==> src/rtl/split_timer_pkg.sv <==
package split_timer_pkg;

  // ****************************************
  // Register map
  // ****************************************
  localparam logic [7:0] ADDR_TIMER_CONTROL    = 8'h91;
  localparam logic [7:0] ADDR_RELOAD_VALUE_LOW = 8'h92;

  localparam int BIT_HIGH_FLAG  = 7;
  localparam int BIT_LOW_FLAG   = 6;
  localparam int BIT_LOW_IRQ_EN = 5;
  localparam int BIT_SPLIT      = 3;
  localparam int BIT_RUN        = 2;
  localparam int BIT_EXT_CLK    = 0;

  // Writable bits; bits 4 and 1 read zero
  localparam logic [7:0] CONTROL_WRITE_MASK = 8'hed;
  localparam logic [7:0] RESET_VALUE        = 8'h00;

  // ****************************************
  // Tick dividers
  // ****************************************
  localparam int         SYS_DIV        = 12;
  localparam int         EXT_DIV        = 8;
  localparam logic [3:0] SYS_DIV_LAST   = 4'(SYS_DIV - 1);
  localparam logic [2:0] EXT_DIV_LAST   = 3'(EXT_DIV - 1);

  // Register write strobe
  typedef struct packed {
    logic       wr;
    logic [7:0] addr;
    logic [7:0] data;
  } reg_write_t;

endpackage

==> src/rtl/split_autoreload_timer_ctrl.sv <==
`timescale 1ns/1ps
// Operation
// - High overflow flag sets when upper count byte rolls from 0xFF and is reloaded.
// - In 16-bit mode high flag sets on full wrap from 0xFFFF to the 16-bit reload value.
// - Set high flag requests timer interrupt when timer interrupt is enabled.
// - Hardware never clears overflow flags; software clears them by writing zero.
// - Low overflow flag bit 6 sets on each lower byte roll, any mode.
// - Low irq enable bit 5 plus timer enable raises interrupt per low overflow.
// - Split select bit 3: 0 one 16-bit counter, 1 two 8-bit counters.
// - In 16-bit mode counter advances only while run control bit 2 is one.
// - In split mode run gates upper half only; lower always counts.
// - Control bits 4 and 1 read zero and ignore writes.
// - External clock select 0 uses system clock divided by 12.
// - External clock select 1 uses synchronized external oscillator divided by 8.
// - Per-half fast clock selects override external select independently in split mode; 16-bit mode uses only the lower select.
// - Reload low byte at 0x92 is read/write storage for reload bits 7:0.
// - 16-bit wrap from 0xFFFF loads the 16-bit reload value.
// - In split mode each half reloads from its own reload byte.
// - Half with fast clock select set counts on every system clock; in 16-bit mode the upper select is ignored.
module split_autoreload_timer_ctrl (
  input  wire logic                       sys_clk,
  input  wire logic                       rst,
  input  wire split_timer_pkg::reg_write_t reg_write,
  input  wire logic [7:0]                 reg_read_addr,
  output logic [7:0]                      reg_read_data,
  input  wire logic                       ext_osc_div8_tick,
  input  wire logic                       upper_half_fast_clock_select,
  input  wire logic                       lower_half_fast_clock_select,
  input  wire logic [7:0]                 reload_value_high,
  input  wire logic                       count_write_lower,
  input  wire logic                       count_write_upper,
  input  wire logic [7:0]                 count_write_data,
  input  wire logic                       timer_irq_enable,
  output logic [7:0]                      count_lower_byte,
  output logic [7:0]                      count_upper_byte,
  output logic                            timer_irq
);

  // ****************************************
  // Registers
  // ****************************************
  logic [7:0] timer_control;
  logic [7:0] reload_value_low;
  logic [7:0] next_timer_control;
  logic [7:0] next_reload_value_low;
  logic [3:0] sys_div;
  logic [3:0] next_sys_div;
  logic [7:0] next_count_lower_byte;
  logic [7:0] next_count_upper_byte;

  logic sys_tick;
  logic slow_tick;
  logic lower_tick;
  logic upper_tick;
  logic lower_roll;
  logic upper_roll;
  logic split;
  logic run;
  logic ctrl_wr;

  assign split   = timer_control[split_timer_pkg::BIT_SPLIT];
  assign run     = timer_control[split_timer_pkg::BIT_RUN];
  assign ctrl_wr = reg_write.wr && (reg_write.addr == split_timer_pkg::ADDR_TIMER_CONTROL);

  // ****************************************
  // Tick generation
  // ****************************************
  always_comb begin
    next_sys_div = (sys_div == split_timer_pkg::SYS_DIV_LAST) ? 4'h0 : sys_div + 4'h1;
  end

  assign sys_tick = (sys_div == split_timer_pkg::SYS_DIV_LAST);

  assign slow_tick = timer_control[split_timer_pkg::BIT_EXT_CLK] ? ext_osc_div8_tick : sys_tick;

  // per-half override, fast clock, one-cycle ticks
  always_comb begin
    lower_tick = lower_half_fast_clock_select ? 1'b1 : slow_tick;
    upper_tick = upper_half_fast_clock_select ? 1'b1 : slow_tick;
    // mode selects clocking of upper half
    if (!split) begin
      lower_tick = lower_tick && run;
      upper_tick = 1'b0;
    end else begin
      upper_tick = upper_tick && run;
    end
  end

  // ****************************************
  // Counters
  // ****************************************
  always_comb begin
    lower_roll = lower_tick && (count_lower_byte == 8'hff);
    upper_roll = split ? (upper_tick && (count_upper_byte == 8'hff))
                       : (lower_roll && (count_upper_byte == 8'hff));
    next_count_lower_byte = count_lower_byte;
    next_count_upper_byte = count_upper_byte;
    if (!split) begin
      if (upper_roll) begin
        next_count_lower_byte = reload_value_low;
        next_count_upper_byte = reload_value_high;
      end else if (lower_tick) begin
        next_count_lower_byte = count_lower_byte + 8'h01;
        if (lower_roll) begin
          next_count_upper_byte = count_upper_byte + 8'h01;
        end
      end
    end else begin
      if (lower_tick) begin
        next_count_lower_byte = lower_roll ? reload_value_low : count_lower_byte + 8'h01;
      end
      if (upper_tick) begin
        next_count_upper_byte = upper_roll ? reload_value_high : count_upper_byte + 8'h01;
      end
    end
    if (count_write_lower) begin
      next_count_lower_byte = count_write_data;
    end
    if (count_write_upper) begin
      next_count_upper_byte = count_write_data;
    end
  end

  // ****************************************
  // Register file
  // ****************************************
  always_comb begin
    next_timer_control    = timer_control;
    next_reload_value_low = reload_value_low;
    if (ctrl_wr) begin
      next_timer_control = reg_write.data & split_timer_pkg::CONTROL_WRITE_MASK;
    end
    if (reg_write.wr && (reg_write.addr == split_timer_pkg::ADDR_RELOAD_VALUE_LOW)) begin
      next_reload_value_low = reg_write.data;
    end
    // upper roll sets high flag; set wins over clear
    if (upper_roll) begin
      next_timer_control[split_timer_pkg::BIT_HIGH_FLAG] = 1'b1;
    end
    if (lower_roll) begin
      next_timer_control[split_timer_pkg::BIT_LOW_FLAG] = 1'b1;
    end
  end

  always_comb begin
    case (reg_read_addr)
      split_timer_pkg::ADDR_TIMER_CONTROL:    reg_read_data = timer_control;
      split_timer_pkg::ADDR_RELOAD_VALUE_LOW: reg_read_data = reload_value_low;
      default:                                reg_read_data = 8'h00;
    endcase
  end

  // high flag request, low flag request when enabled
  assign timer_irq = timer_irq_enable && (timer_control[split_timer_pkg::BIT_HIGH_FLAG] ||
                     (timer_control[split_timer_pkg::BIT_LOW_FLAG] &&
                      timer_control[split_timer_pkg::BIT_LOW_IRQ_EN]));

  // ****************************************
  // State registers
  // ****************************************
  // Divider free-runs from reset, so the first slow tick may come early
  always_ff @(posedge sys_clk or posedge rst) begin
    if (rst) begin
      sys_div <= 4'h0;
    end else begin
      sys_div <= next_sys_div;
    end
  end

  always_ff @(posedge sys_clk or posedge rst) begin
    if (rst) begin
      count_lower_byte <= split_timer_pkg::RESET_VALUE;
      count_upper_byte <= split_timer_pkg::RESET_VALUE;
    end else begin
      count_lower_byte <= next_count_lower_byte;
      count_upper_byte <= next_count_upper_byte;
    end
  end

  always_ff @(posedge sys_clk or posedge rst) begin
    if (rst) begin
      timer_control    <= split_timer_pkg::RESET_VALUE;
      reload_value_low <= split_timer_pkg::RESET_VALUE;
    end else begin
      timer_control    <= next_timer_control;
      reload_value_low <= next_reload_value_low;
    end
  end

endmodule

==> config.mk <==
export PLATFORM = sky130hd
export DESIGN_NAME = split_autoreload_timer_ctrl
export DESIGN_NICKNAME = d
export VERILOG_FILES = /design/src/rtl/split_timer_pkg.sv /design/src/rtl/split_autoreload_timer_ctrl.sv
export SDC_FILE = /design/constraint.sdc
export NUM_CORES = 1
export LEC_CHECK = 0
export ABC_AREA = 0
export BUFFER_PORTS_ARGS = -buffer_cell sky130_fd_sc_hd__buf_2
export CAP_MARGIN = 5
export CELL_PAD_IN_SITES_DETAIL_PLACEMENT = 2
export CELL_PAD_IN_SITES_GLOBAL_PLACEMENT = 2
export CORE_AREA = 4 4 88 90
export CTS_CLUSTER_DIAMETER = 150
export DETAILED_ROUTE_END_ITERATION = 8
export DIE_AREA = 0 0 92 94
export PLACE_DENSITY_LB_ADDON = 0.3
export RECOVER_POWER = 25
export SYNTH_ARGS = -nofsm -noshare
export SYNTH_HDL_FRONTEND = slang
export SYNTH_SLANG_ARGS = --single-unit
==> constraint.sdc <==
create_clock -name sys_clk -period 4.2 [get_ports sys_clk]
set_input_delay 0.84 -clock sys_clk [delete_from_list [all_inputs] [get_ports sys_clk]]
set_output_delay 0.84 -clock sys_clk [all_outputs]
set_load 0.01 [all_outputs]
After elaboration in Yosys (flattened, before gate mapping)
Cells that the tools add are included.
{ "op_classes": {"n_addsub": 3, "eq_ne": 9, "n_mux": 24, "reduce_logical": 17} }
{ "op_table": {"columns": ["op", "count"], "rows": [
  ["8-bit 2-to-1 mux", 14],
  ["8-bit equality test (second input constant)", 6],
  ["8-bit by 1-bit adder with 8-bit output (second input constant)", 2],
  ["8-bit case mux with 2 select lines", 1],
  ["1-bit logical AND", 9],
  ["1-bit 2-to-1 mux", 8],
  ["4-bit nonzero test", 2],
  ["3-bit by 2-bit != test with 1-bit output (second input constant)", 2],
  ["4-bit by 1-bit adder with 4-bit output (second input constant)", 1],
  ["4-bit equality test (second input constant)", 1],
  ["4-bit 2-to-1 mux", 1],
  ["2-bit nonzero test", 2],
  ["3-bit AND reduction", 1],
  ["3-bit nonzero test", 1],
  ["2-bit AND reduction", 1],
  ["1-bit logical OR", 1]
]} }
{ "word_totals": {"register_bits": 34, "in_bits": 49, "out_inout_bits": 25, "wordCells": 60} }

Longest topological paths before layout
Gate-level depths: netlist (run 1).
{ "logic_depth": {"depth_word": 12, "mapped_depth": 7, "ltp_nobuf": 6} }

Least setup slack after synthesis (run 1)
No wires, ideal clock.
{ "synth_path": {"path_kind": "input to output", "startpoint": "in reg_read_addr[5]", "endpoint": "out reg_read_data[0]", "t_arrival_ps": 1780, "required_ps": 3360, "path_slack_ps": 1580, "path_stages": 4, "n_path_buf": 0, "cell_sequence": "nor4bb_1 > nand2_1 > nor3b_2 > a22o_1"} }
{ "synth_between": {"elab_chain_len": 2, "word_cells_on_any_way": 3, "cone_classes": "eq/ne: 2; mux: 1"} }
{ "synth_rtl": {"columns": ["item", "line_no", "source"], "rows": [
  ["start, declared", "split_autoreload_timer_ctrl.sv:24", "input wire logic [7:0] reg_read_addr,"],
  ["8-bit equality test", "split_autoreload_timer_ctrl.sv:146", "case (reg_read_addr)"],
  ["8-bit case mux with 2 select lines *", "split_autoreload_timer_ctrl.sv:146", null],
  ["end, declared", "split_autoreload_timer_ctrl.sv:25", "output logic [7:0] reg_read_data,"]
]} }
Every way passes the cells marked *; elsewhere a longest branch is shown, timed or not.

Worst setup path in the final report (run 1)
{ "layout_path": {"startpoint": "in reg_read_addr[5]", "endpoint": "out reg_read_data[5]"} }
The elaborated chain is that of the path after synthesis.

==> flow_metrics.tcl, run 1 <==
set metrics [dict create \
    status "complete, but fails checks" \
    violations "capacitance limit, slew limit" \
    r2r-start "count_upper_byte[0]" \
    num_rows 31 \
    clk_pin_slew_worst_paths_ns 0.07 \
    track_usage_pct 16.5 \
    cts_buffer_depth 2 \
    synth.avg_cell_area_um2 9.78 \
    cp-start-kind "input port" \
    numCtsBuffers 5 \
    setup.worst_path.start "reg_read_addr[5]" \
    gp_congestion 0.761 \
    min_path_type "flop to flop" \
    period_needed_ns 3.01 \
    nNetsFinal 345 \
    fp.dieW_um 92 \
    grt-ovfl-total 0 \
    power.density_mw_per_mm2 292 \
    setup_ws_ns 1.19 \
    async_flop_share_pct 100 \
    cts.sinks 34 \
    hold_buffers 0 \
    start_util_pct 30.5 \
    synth_edf_count 0 \
    grt_start_max_net_pins 35 \
    via_per_inst 5.15 \
    cts_root_buf "clkbuf_8" \
    yosys_warnings 0 \
    dp.final_hpwl_um 5530 \
    p_leak_nw 1.24 \
    ys_seq_area_share_pct 39.5 \
    fmax_ghz 0.332 \
    die_h_um 94 \
    cp_max_fo 8 \
    layout-drive-gt1-share_pct 33.7 \
    die-area_mm2 0.00865 \
    cts_tree "yes" \
    drc 0 \
    synth_cells 220 \
    num_vias 2022 \
    synth_area_mm2 0.00215 \
    timing_worst_slew_pin_value_ns 1.94 \
    tns_ns 0 \
    finalPower_uw 786 \
    synth-seq-cells 34 \
    cts_setup_buffers 0 \
    cts_max_level 2 \
    reg2reg_setup_slack_ns 1.83 \
    synth_ff_type "dfrtp_1" \
    skew_ns 0.00866 \
    maxCapViolCount 1 \
    grt_pass1_vias 2188 \
    finalHoldWorstSlack_ns 0.464 \
    core_mm2 0.00706 \
    relSlewSlack_pct -29.4 \
    critPathRequiredTime_ns 3.36 \
    worstReg2RegEnd "count_lower_byte[6]" \
    cts-resized-gates 0 \
    worstSkewPairLatency_ns 0.30 \
    antenna_found_initial 0 \
    drt_first_pass_iters 4 \
    wl_um 6990 \
    portBuffers 73 \
    place_ws_ns 1.18 \
    end_kind "primary output" \
    syn-num-nets 272 \
    criticalPathCategory "input port to primary output" \
    synth_cell_types 55 \
    critical_path.endpoint "reg_read_data[5]" \
    num_io_pins 74 \
    setup_viol 0 \
    worstPathArrival_ns 2.17 \
    grt_pass1_wl_um 11200 \
    drt_iter0_drc 30 \
    hold_viol 0 \
    wl_per_cell_um 17.8 \
    period_share_pct 71.7 \
    final_antenna_net_count 0 \
    finalMaxSlewViolations 35 \
    areaGrowthSynthToFinish_pct 24.8 \
    r2r_cells 6 \
    rsz0062_at_grt "no" \
    antennaDiodeCount 0 \
    final_core_util_pct 38.1 \
    peakVddDrop_uv 128 \
    nFillCells 831 \
]
cell usage after synthesis (3+ instances only):
library cell	count	share of area, %
a211oi_1	3	1.0
a21oi_1	10	2.3
a22o_1	7	2.8
a31o_1	3	1.2
a31oi_1	6	1.7
and2_1	3	0.87
clkbuf_1	4	0.70
dfrtp_1	34	40
ha_1	3	1.7
inv_1	5	0.87
mux2_1	13	6.8
mux2i_1	7	3.3
nand2_1	35	6.1
nand2b_1	4	1.2
nand3_1	8	1.9
nor2_1	7	1.2
nor3_1	5	1.2
nor3b_1	3	1.0
o21ai_1	8	1.9
o31ai_2	4	2.3
xor2_1	3	1.2
power breakdown:
part           switching (mW)  leakage [nW]  total (mW)  internal (mW)
clock                   0.128        0.0482       0.260          0.132
combinational          0.0780         0.755       0.142         0.0642
sequential             0.0348         0.438       0.384          0.349
total                   0.240          1.24       0.786          0.545
stage by stage:
step,std cells,instance area (um^2)
after floorplan,220,2150
after global placement,385,2600
after detailed placement,385,2600
after CTS,393,2690
after global routing,393,2690
final,393,2690
layout by cell type, fill, tap and decap left out, types with 7 or more instances in the layout:
cell,synthesis,final
a21oi_1,10,10
a22o_1,7,7
buf_2,1,73
dfrtp_1,34,34
mux2_1,13,13
mux2i_1,7,7
nand2_1,35,35
nand3_1,8,8
nor2_1,7,7
o21ai_1,8,8
cells by family after synthesis:
| kind of cell | synth area share, % |
|---|---|
| fa+ha+maj | 1.74 |
| xor+xnor | 1.22 |
| flops | 39.5 |
| compound gates | 21.2 |
| mux | 10.1 |
| buf+inv | 3.20 |
| simple gates | 23.1 |
worst max-delay path, stage by stage:
cell and delay [ns]:
buf_2 0.10, nor4bb_1 0.26, nand2_1 0.14, nor3b_2 0.49, a22o_1 0.21, buf_2 0.13
routing by layer:
metal / GRT usage, % / vias up / part of all wire [%]
li1: - / 967 / -
met1: 20.1 / 1008 / 45
met2: 29.8 / 40 / 51
met3: 4.01 / 7 / 3.8
met4: 2.85 / 0 / 0.44
met5: 0 / - / 0
cell type report:
class	instances	area (um^2)	share of cell area, %
Multi-Input combinational cell	173	1230	45.9
Sequential cell	34	851	31.7
Timing Repair Buffer	74	369	13.7
Tap cell	99	124	4.61
Clock buffer	7	86.3	3.21
Inverter	5	18.8	0.699
Clock inverter	1	5.00	0.186
worst min-delay path by stage:
| stage | to | slack [ns] | from | cells after the start |
|---|---|---|---|---|
| finish | sys_div[0] | 0.46 | sys_div[0] | 1 |
| global route | sys_div[0] | 0.52 | sys_div[0] | 1 |
| CTS | sys_div[0] | 0.47 | sys_div[0] | 1 |
| detailed placement | sys_div[0] | 0.46 | sys_div[0] | 1 |
| global placement | sys_div[0] | 0.44 | sys_div[0] | 1 |
| floorplan | sys_div[0] | 0.43 | sys_div[0] | 1 |
registers in the layout, indices dropped and copies added, names as in the netlist:
register	count
count_lower_byte	8
timer_control	6
sys_div	4
reload_value_low	8
count_upper_byte	8
No activity file was read; power rests on OpenSTA's default activity.
==> inputs of run 2 (changes only) <==
--- a/config.mk
+++ b/config.mk
@@ -5,15 +5,15 @@
 export SDC_FILE = /design/constraint.sdc
 export NUM_CORES = 1
 export LEC_CHECK = 0
-export ABC_AREA = 0
+export ABC_AREA = 1
 export BUFFER_PORTS_ARGS = -buffer_cell sky130_fd_sc_hd__buf_2
 export CAP_MARGIN = 5
 export CELL_PAD_IN_SITES_DETAIL_PLACEMENT = 2
 export CELL_PAD_IN_SITES_GLOBAL_PLACEMENT = 2
-export CORE_AREA = 4 4 88 90
+export CORE_AREA = 4 4 100 102
 export CTS_CLUSTER_DIAMETER = 150
 export DETAILED_ROUTE_END_ITERATION = 8
-export DIE_AREA = 0 0 92 94
+export DIE_AREA = 0 0 104 106
 export PLACE_DENSITY_LB_ADDON = 0.3
 export RECOVER_POWER = 25
 export SYNTH_ARGS = -nofsm -noshare
==> constraint.sdc (replaced) <==
create_clock -name sys_clk -period 2.55 [get_ports sys_clk]
set_input_delay 0.51 -clock sys_clk [delete_from_list [all_inputs] [get_ports sys_clk]]
set_output_delay 0.51 -clock sys_clk [all_outputs]
set_load 0.01 [all_outputs]
==> flow_metrics.tcl, run 2 <==
set metrics [dict create \
    status "finished, final reports clean" \
    skew_ns 0.00582 \
    clk_pin_slew_worst_paths_ns 0.08 \
    path_delay_family "simple AND/OR/NAND/NOR gates" \
    numCtsBuffers 5 \
    path_cells "buf_2, nor3_1, nand3_1, o22ai_1, buf_2" \
    die-area_mm2 0.0110 \
    synthMuxAreaShare_pct 1.53 \
    setup_ws_ns 0.367 \
    setup_viol 0 \
    final_area_mm2 0.00284 \
    antennaDiodeCount 0 \
    track_usage_pct 14.2 \
    maxCapViolCount 0 \
    synth_ff_type "dfrtp_1" \
    synth-seq-cells 34 \
    portBuffers 73 \
    cp-start-kind "input port" \
    num_io_pins 74 \
    final_common_cell "nand2_1" \
    num_vias 2277 \
    end_kind "primary output" \
    cp.depth 5 \
    fmax_ghz 0.458 \
    ys_seq_area_share_pct 38.4 \
    syn-num-nets 349 \
    postPlaceCellArea_mm2 0.00271 \
    synth_area_mm2 0.00221 \
    peakVddDrop_uv 192 \
    final_antenna_net_count 0 \
    wl_um 7410 \
    place_ws_ns 0.363 \
    antenna_found_initial 0 \
    core_mm2 0.00911 \
    yosysMostFrequentCell "nand2_1" \
    crit_buf_inv 2 \
    cts-resized-gates 0 \
    yosys_warnings 0 \
    worstPathArrival_ns 1.67 \
    dp.cells 478 \
    synth-adder-area-share_pct 1.70 \
    r2r_cells 8 \
    cts_setup_buffers 0 \
    min_path_type "input port to flop" \
    hold_buffers 0 \
    nFillCells 1120 \
    synth_edf_count 0 \
    nNetsFinal 426 \
    layout-drive-gt1-share_pct 28.0 \
    critPathRequiredTime_ns 2.04 \
    num_rows 35 \
    start_util_pct 24.3 \
    dp.final_hpwl_um 6010 \
    hold_viol 0 \
    synth_top_family_by_area "simple AND/OR/NAND/NOR gates" \
    slowest_delay_ns 0.32 \
    grt-ovfl-total 0 \
    cts.sinks 34 \
    grt_pass1_wl_um 12800 \
    grt_pass1_vias 2590 \
    synth_compound_area_share_pct 10.5 \
    areaGrowthSynthToFinish_pct 28.3 \
    synthTopCellsByArea "dfrtp_1 38%, nand2_1 14%, nand3_1 8.1%" \
    yosys.area_share.simple_pct 34.1 \
    rsz0062_at_grt "no" \
    finalPower_mw 1.63 \
    path_common_cell "buf_2" \
    wl_per_cell_um 15.2 \
    slowest_stage "nand3_1" \
    synth_common_cells "85 x nand2_1, 41 x inv_1, 36 x nand3_1" \
    stdcell_count 486 \
    cts_root_buf "clkbuf_8" \
    synth_cell_types 36 \
    fp.dieW_um 104 \
    drc 0 \
    period_share_pct 85.6 \
    synth.avg_cell_area_um2 7.45 \
    power.density_mw_per_mm2 573 \
    worstSkewPairLatency_ns 0.29 \
    tns_ns 0 \
    finalHoldWorstSlack_ns 0.458 \
    grt_start_max_net_pins 35 \
    cts_buffer_depth 2 \
    via_per_inst 4.69 \
    drt_first_pass_iters 4 \
    criticalPathCategory "input port to primary output" \
    yosys.area_share.xor_xnor_pct 4.75 \
    relSlewSlack_pct 37.5 \
    cp_max_fo 8 \
    synth_cells 297 \
    yosysTopAreaCell "dfrtp_1" \
    drt_iter0_drc 31 \
    reg_top3 "count_lower_byte x8, count_upper_byte x8, reload_value_low x8" \
    async_flop_share_pct 100 \
    final_cell_mix "85 x nand2_1, 73 x buf_2, 41 x inv_1, 36 x nand3_1, 34 x dfrtp_1" \
    cts_tree "yes" \
    cts_max_level 2 \
    die_h_um 106 \
    period_needed_ns 2.18 \
    gp_congestion 0.726 \
    worstHoldPathCells 2 \
    final_core_util_pct 31.2 \
    yosysTopAreaCellShare_pct 38.4 \
    timing_worst_slew_pin_value_ns 0.938 \
    finalMaxSlewViolations 0 \
    p_leak_nw 1.47 \
]
## run 2: cell count changes after synthesis, sizes merged, moves of 5 or more
cell,change
a22o,-7
a31oi,-6
inv,+37
mux2,-10
mux2i,-7
nand2,+54
nand3,+30
nor2,+9
o22ai,+5
o31ai,-6
xnor2,+6
## run 2: worst paths after layout
path / from / endpoint / slack [ns]
min in group asynchronous: rst / count_upper_byte[5] / 0.50
worst min register to register: sys_div[1] / sys_div[1] / 0.50
worst min-delay path: reg_write[1] / reload_value_low[1] / 0.46
worst max-delay path: reg_read_addr[5] / reg_read_data[7] / 0.37
max in group asynchronous: rst / timer_control[3] / 1.47
worst max register to register: sys_div[0] / count_lower_byte[1] / 0.66
## run 2: final cells by class
cell class              count  area [um^2]  share of cell area, %
multi-input cells         213         1160                   40.9
inverters                  44          165                   5.81
clock inverters             3         68.8                   2.42
flip-flops and latches     34          851                   30.0
repair buffers             76          385                   13.6
well taps                 111          139                   4.89
clock buffers               5         68.8                   2.42
## run 2: where the power goes
part,switching (mW),internal (mW)
clock,0.229,0.392
sequential,0.0756,0.590
combinational,0.194,0.148
total,0.498,1.13
## run 2: routing by layer
| metal | share of wire [%] | track usage (%) | up-vias |
|---|---|---|---|
| met2 | 51 | 26.1 | 45 |
| met3 | 3.7 | 2.98 | 10 |
| met5 | 0 | 0 | - |
| met4 | 1.4 | 3.32 | 0 |
| met1 | 44 | 17.0 | 1115 |
| li1 | - | - | 1107 |
## run 2: kinds of logic after synthesis
kind of cell | Yosys count
and+or+nand+nor | 157
buffers and inverters | 50
AOI/OAI and AO/OA | 38
DFF | 34
xor gates and xnor gates | 12
muxes | 3
adders and majority gates | 3
## run 2: worst reg2reg max path, stage by stage, from the launching register on
cell,delay [ns]
dfrtp_1,0.41
ha_1,0.24
nand4_1,0.11
nand3_1,0.17
a21oi_1,0.40
buf_4,0.25
a21oi_1,0.07
nand2_1,0.08
nand2_1,0.05
==> inputs of run 3 (changes only) <==
--- a/config.mk
+++ b/config.mk
@@ -5,15 +5,14 @@
 export SDC_FILE = /design/constraint.sdc
 export NUM_CORES = 1
 export LEC_CHECK = 0
-export ABC_AREA = 1
 export BUFFER_PORTS_ARGS = -buffer_cell sky130_fd_sc_hd__buf_2
 export CAP_MARGIN = 5
 export CELL_PAD_IN_SITES_DETAIL_PLACEMENT = 2
 export CELL_PAD_IN_SITES_GLOBAL_PLACEMENT = 2
-export CORE_AREA = 4 4 100 102
+export CORE_AREA = 4 4 95 97
 export CTS_CLUSTER_DIAMETER = 150
 export DETAILED_ROUTE_END_ITERATION = 8
-export DIE_AREA = 0 0 104 106
+export DIE_AREA = 0 0 99 101
 export PLACE_DENSITY_LB_ADDON = 0.3
 export RECOVER_POWER = 25
 export SYNTH_ARGS = -nofsm -noshare
==> flow_metrics.tcl, run 3 (same netlist as run 1, synthesis figures left out) <==
set metrics [dict create \
    status "complete, but fails checks" \
    violations "capacitance limit, slew limit" \
    final_antenna_net_count 0 \
    grt_pass1_wl_um 12200 \
    postPlaceCellArea_mm2 0.00264 \
    reg_top3 "count_lower_byte x8, count_upper_byte x8, reload_value_low x8" \
    wl_um 7370 \
    final_area_mm2 0.00272 \
    areaGrowthSynthToFinish_pct 26.2 \
    criticalPathCategory "input port to primary output" \
    grt-ovfl-total 0 \
    stdcell_count 402 \
    cts_tree "yes" \
    critPathRequiredTime_ns 2.04 \
    grt_pass1_vias 2319 \
    power.share.clock_pct 30.2 \
    nNetsFinal 349 \
    hold_buffers 0 \
    reg2reg_setup_slack_ns 0.42 \
    portBuffers 73 \
    cp-start-kind "input port" \
    antennaDiodeCount 0 \
    power.switching_uw 380 \
    setup_ws_ns 0.186 \
    worstPathArrival_ns 1.85 \
    cp_max_fo 6 \
    die-area_mm2 0.0100 \
    num_rows 33 \
    fp.dieW_um 99 \
    holdPathEnd "reload_value_low[1]" \
    intPower_uw 871 \
    cts_setup_buffers 0 \
    cts_max_level 2 \
    start_util_pct 26.5 \
    relSlewSlack_pct -29.6 \
    r2r-start "count_upper_byte[1]" \
    peakVddDrop_uv 169 \
    rsz0062_at_grt "no" \
    finalMaxSlewViolations 35 \
    antenna_found_initial 0 \
    cts_root_buf "clkbuf_8" \
    core_mm2 0.00813 \
    drc 0 \
    skew_ns 0.00653 \
    setup_viol 0 \
    cts.sinks 34 \
    drt_iter0_drc 34 \
    p_leak_nw 1.26 \
    fmax_ghz 0.423 \
    timing_worst_slew_pin_value_ns 1.94 \
    combPwrFrac_pct 19.0 \
    nFillCells 958 \
    wl_per_cell_um 18.3 \
    dp.cells 395 \
    maxCapViolCount 1 \
    min_path_type "input port to flop" \
    die_h_um 101 \
    hold_path_startpoint "reg_write[1]" \
    tns_ns 0 \
    grt_start_max_net_pins 35 \
    period_share_pct 92.7 \
    num_vias 2061 \
    netSwitchingFraction_pct 30.4 \
    drt_first_pass_iters 4 \
    numCtsBuffers 5 \
    num_io_pins 74 \
    gp_congestion 0.794 \
    period_needed_ns 2.36 \
    via_per_inst 5.13 \
    r2r_cells 6 \
    dp.final_hpwl_um 5860 \
    track_usage_pct 15.3 \
    clk_pin_slew_worst_paths_ns 0.07 \
    final_cell_mix "73 x buf_2, 35 x nand2_1, 34 x dfrtp_1, 13 x mux2_1, 10 x a21oi_1" \
    end_kind "primary output" \
    finalPower_mw 1.25 \
    layout-drive-gt1-share_pct 34.0 \
    cts_buffer_depth 2 \
    power_frac_seq_pct 50.8 \
    cts-resized-gates 0 \
    worstReg2RegEnd "count_upper_byte[1]" \
    hold_viol 0 \
    worstSkewPairLatency_ns 0.28 \
    power.density_mw_per_mm2 461 \
    final_common_cell "buf_2" \
    place_ws_ns 0.114 \
    worstHoldPathCells 2 \
]
[run 3: cell types whose count changed in the layout (fill, tap and decap cells not counted), moves of 7 or more]
cell,before,now
mux2_1,0,13
o21ai_1,0,8
o21ai_0,13,2
mux2i_1,0,7
nand2_1,85,35
a22o_1,0,7
nor2_1,14,7
nand3_1,36,8
inv_1,41,5
[run 3: critical path, cell delays in order]
cell and delay, ns:
buf_2 0.09, nor4bb_1 0.31, nand2_1 0.18, nor3b_2 0.41
a22o_1 0.22, buf_2 0.13
[run 3: through the flow]
stage | util (%) | hold WS (ns)
2_1_floorplan | - | 0.427
3_3_place_gp | 32.4 | 0.448
3_5_place_dp | 32.4 | 0.453
4_1_cts | 33.3 | 0.346
5_1_grt | 33.4 | 0.450
6_report | 33.4 | 0.449
[run 3: power groups by stage]
stage	Clock, mW	Combinational, mW	Sequential, mW
after floorplan	0	0.130	0.637
after global placement	0	0.234	0.645
after detailed placement	0	0.243	0.646
after CTS	0.389	0.244	0.636
after global routing	0.418	0.266	0.643
final	0.378	0.238	0.635
[run 3: how the worst max path moves through the flow]
stage | start | end | slack (ns) | depth (start not counted)
after global routing | reg_read_addr[5] | reg_read_data[3] | 0.009 | 6
final | reg_read_addr[5] | reg_read_data[6] | 0.19 | 6
after detailed placement | reg_read_addr[5] | reg_read_data[6] | 0.11 | 6
after global placement | reg_read_addr[5] | reg_read_data[0] | 0.26 | 6
after floorplan | reg_read_addr[5] | reg_read_data[0] | 0.59 | 4
after CTS | reg_read_addr[5] | reg_read_data[6] | 0.11 | 6
[run 3: cell type report]
type                    count  area [um^2]  area share [%]
clock buffers               7         76.3            2.81
inverters                   5         18.8           0.691
well taps                 105          131            4.84
flip-flops and latches     34          851            31.3
repair buffers             78          399            14.7
multi-input cells         173         1240            45.6
[run 3: metal layers]
metal  part of all wire [%]  GRT usage [%]  up-vias  routed length (um)
met3                    4.4           3.18        4                 326
met4                   0.58           2.21        0                  43
met2                     51           27.8       46                3790
li1                       -              -      974                   -
met5                      0              0        -                   0
met1                     44           18.9     1037                3210
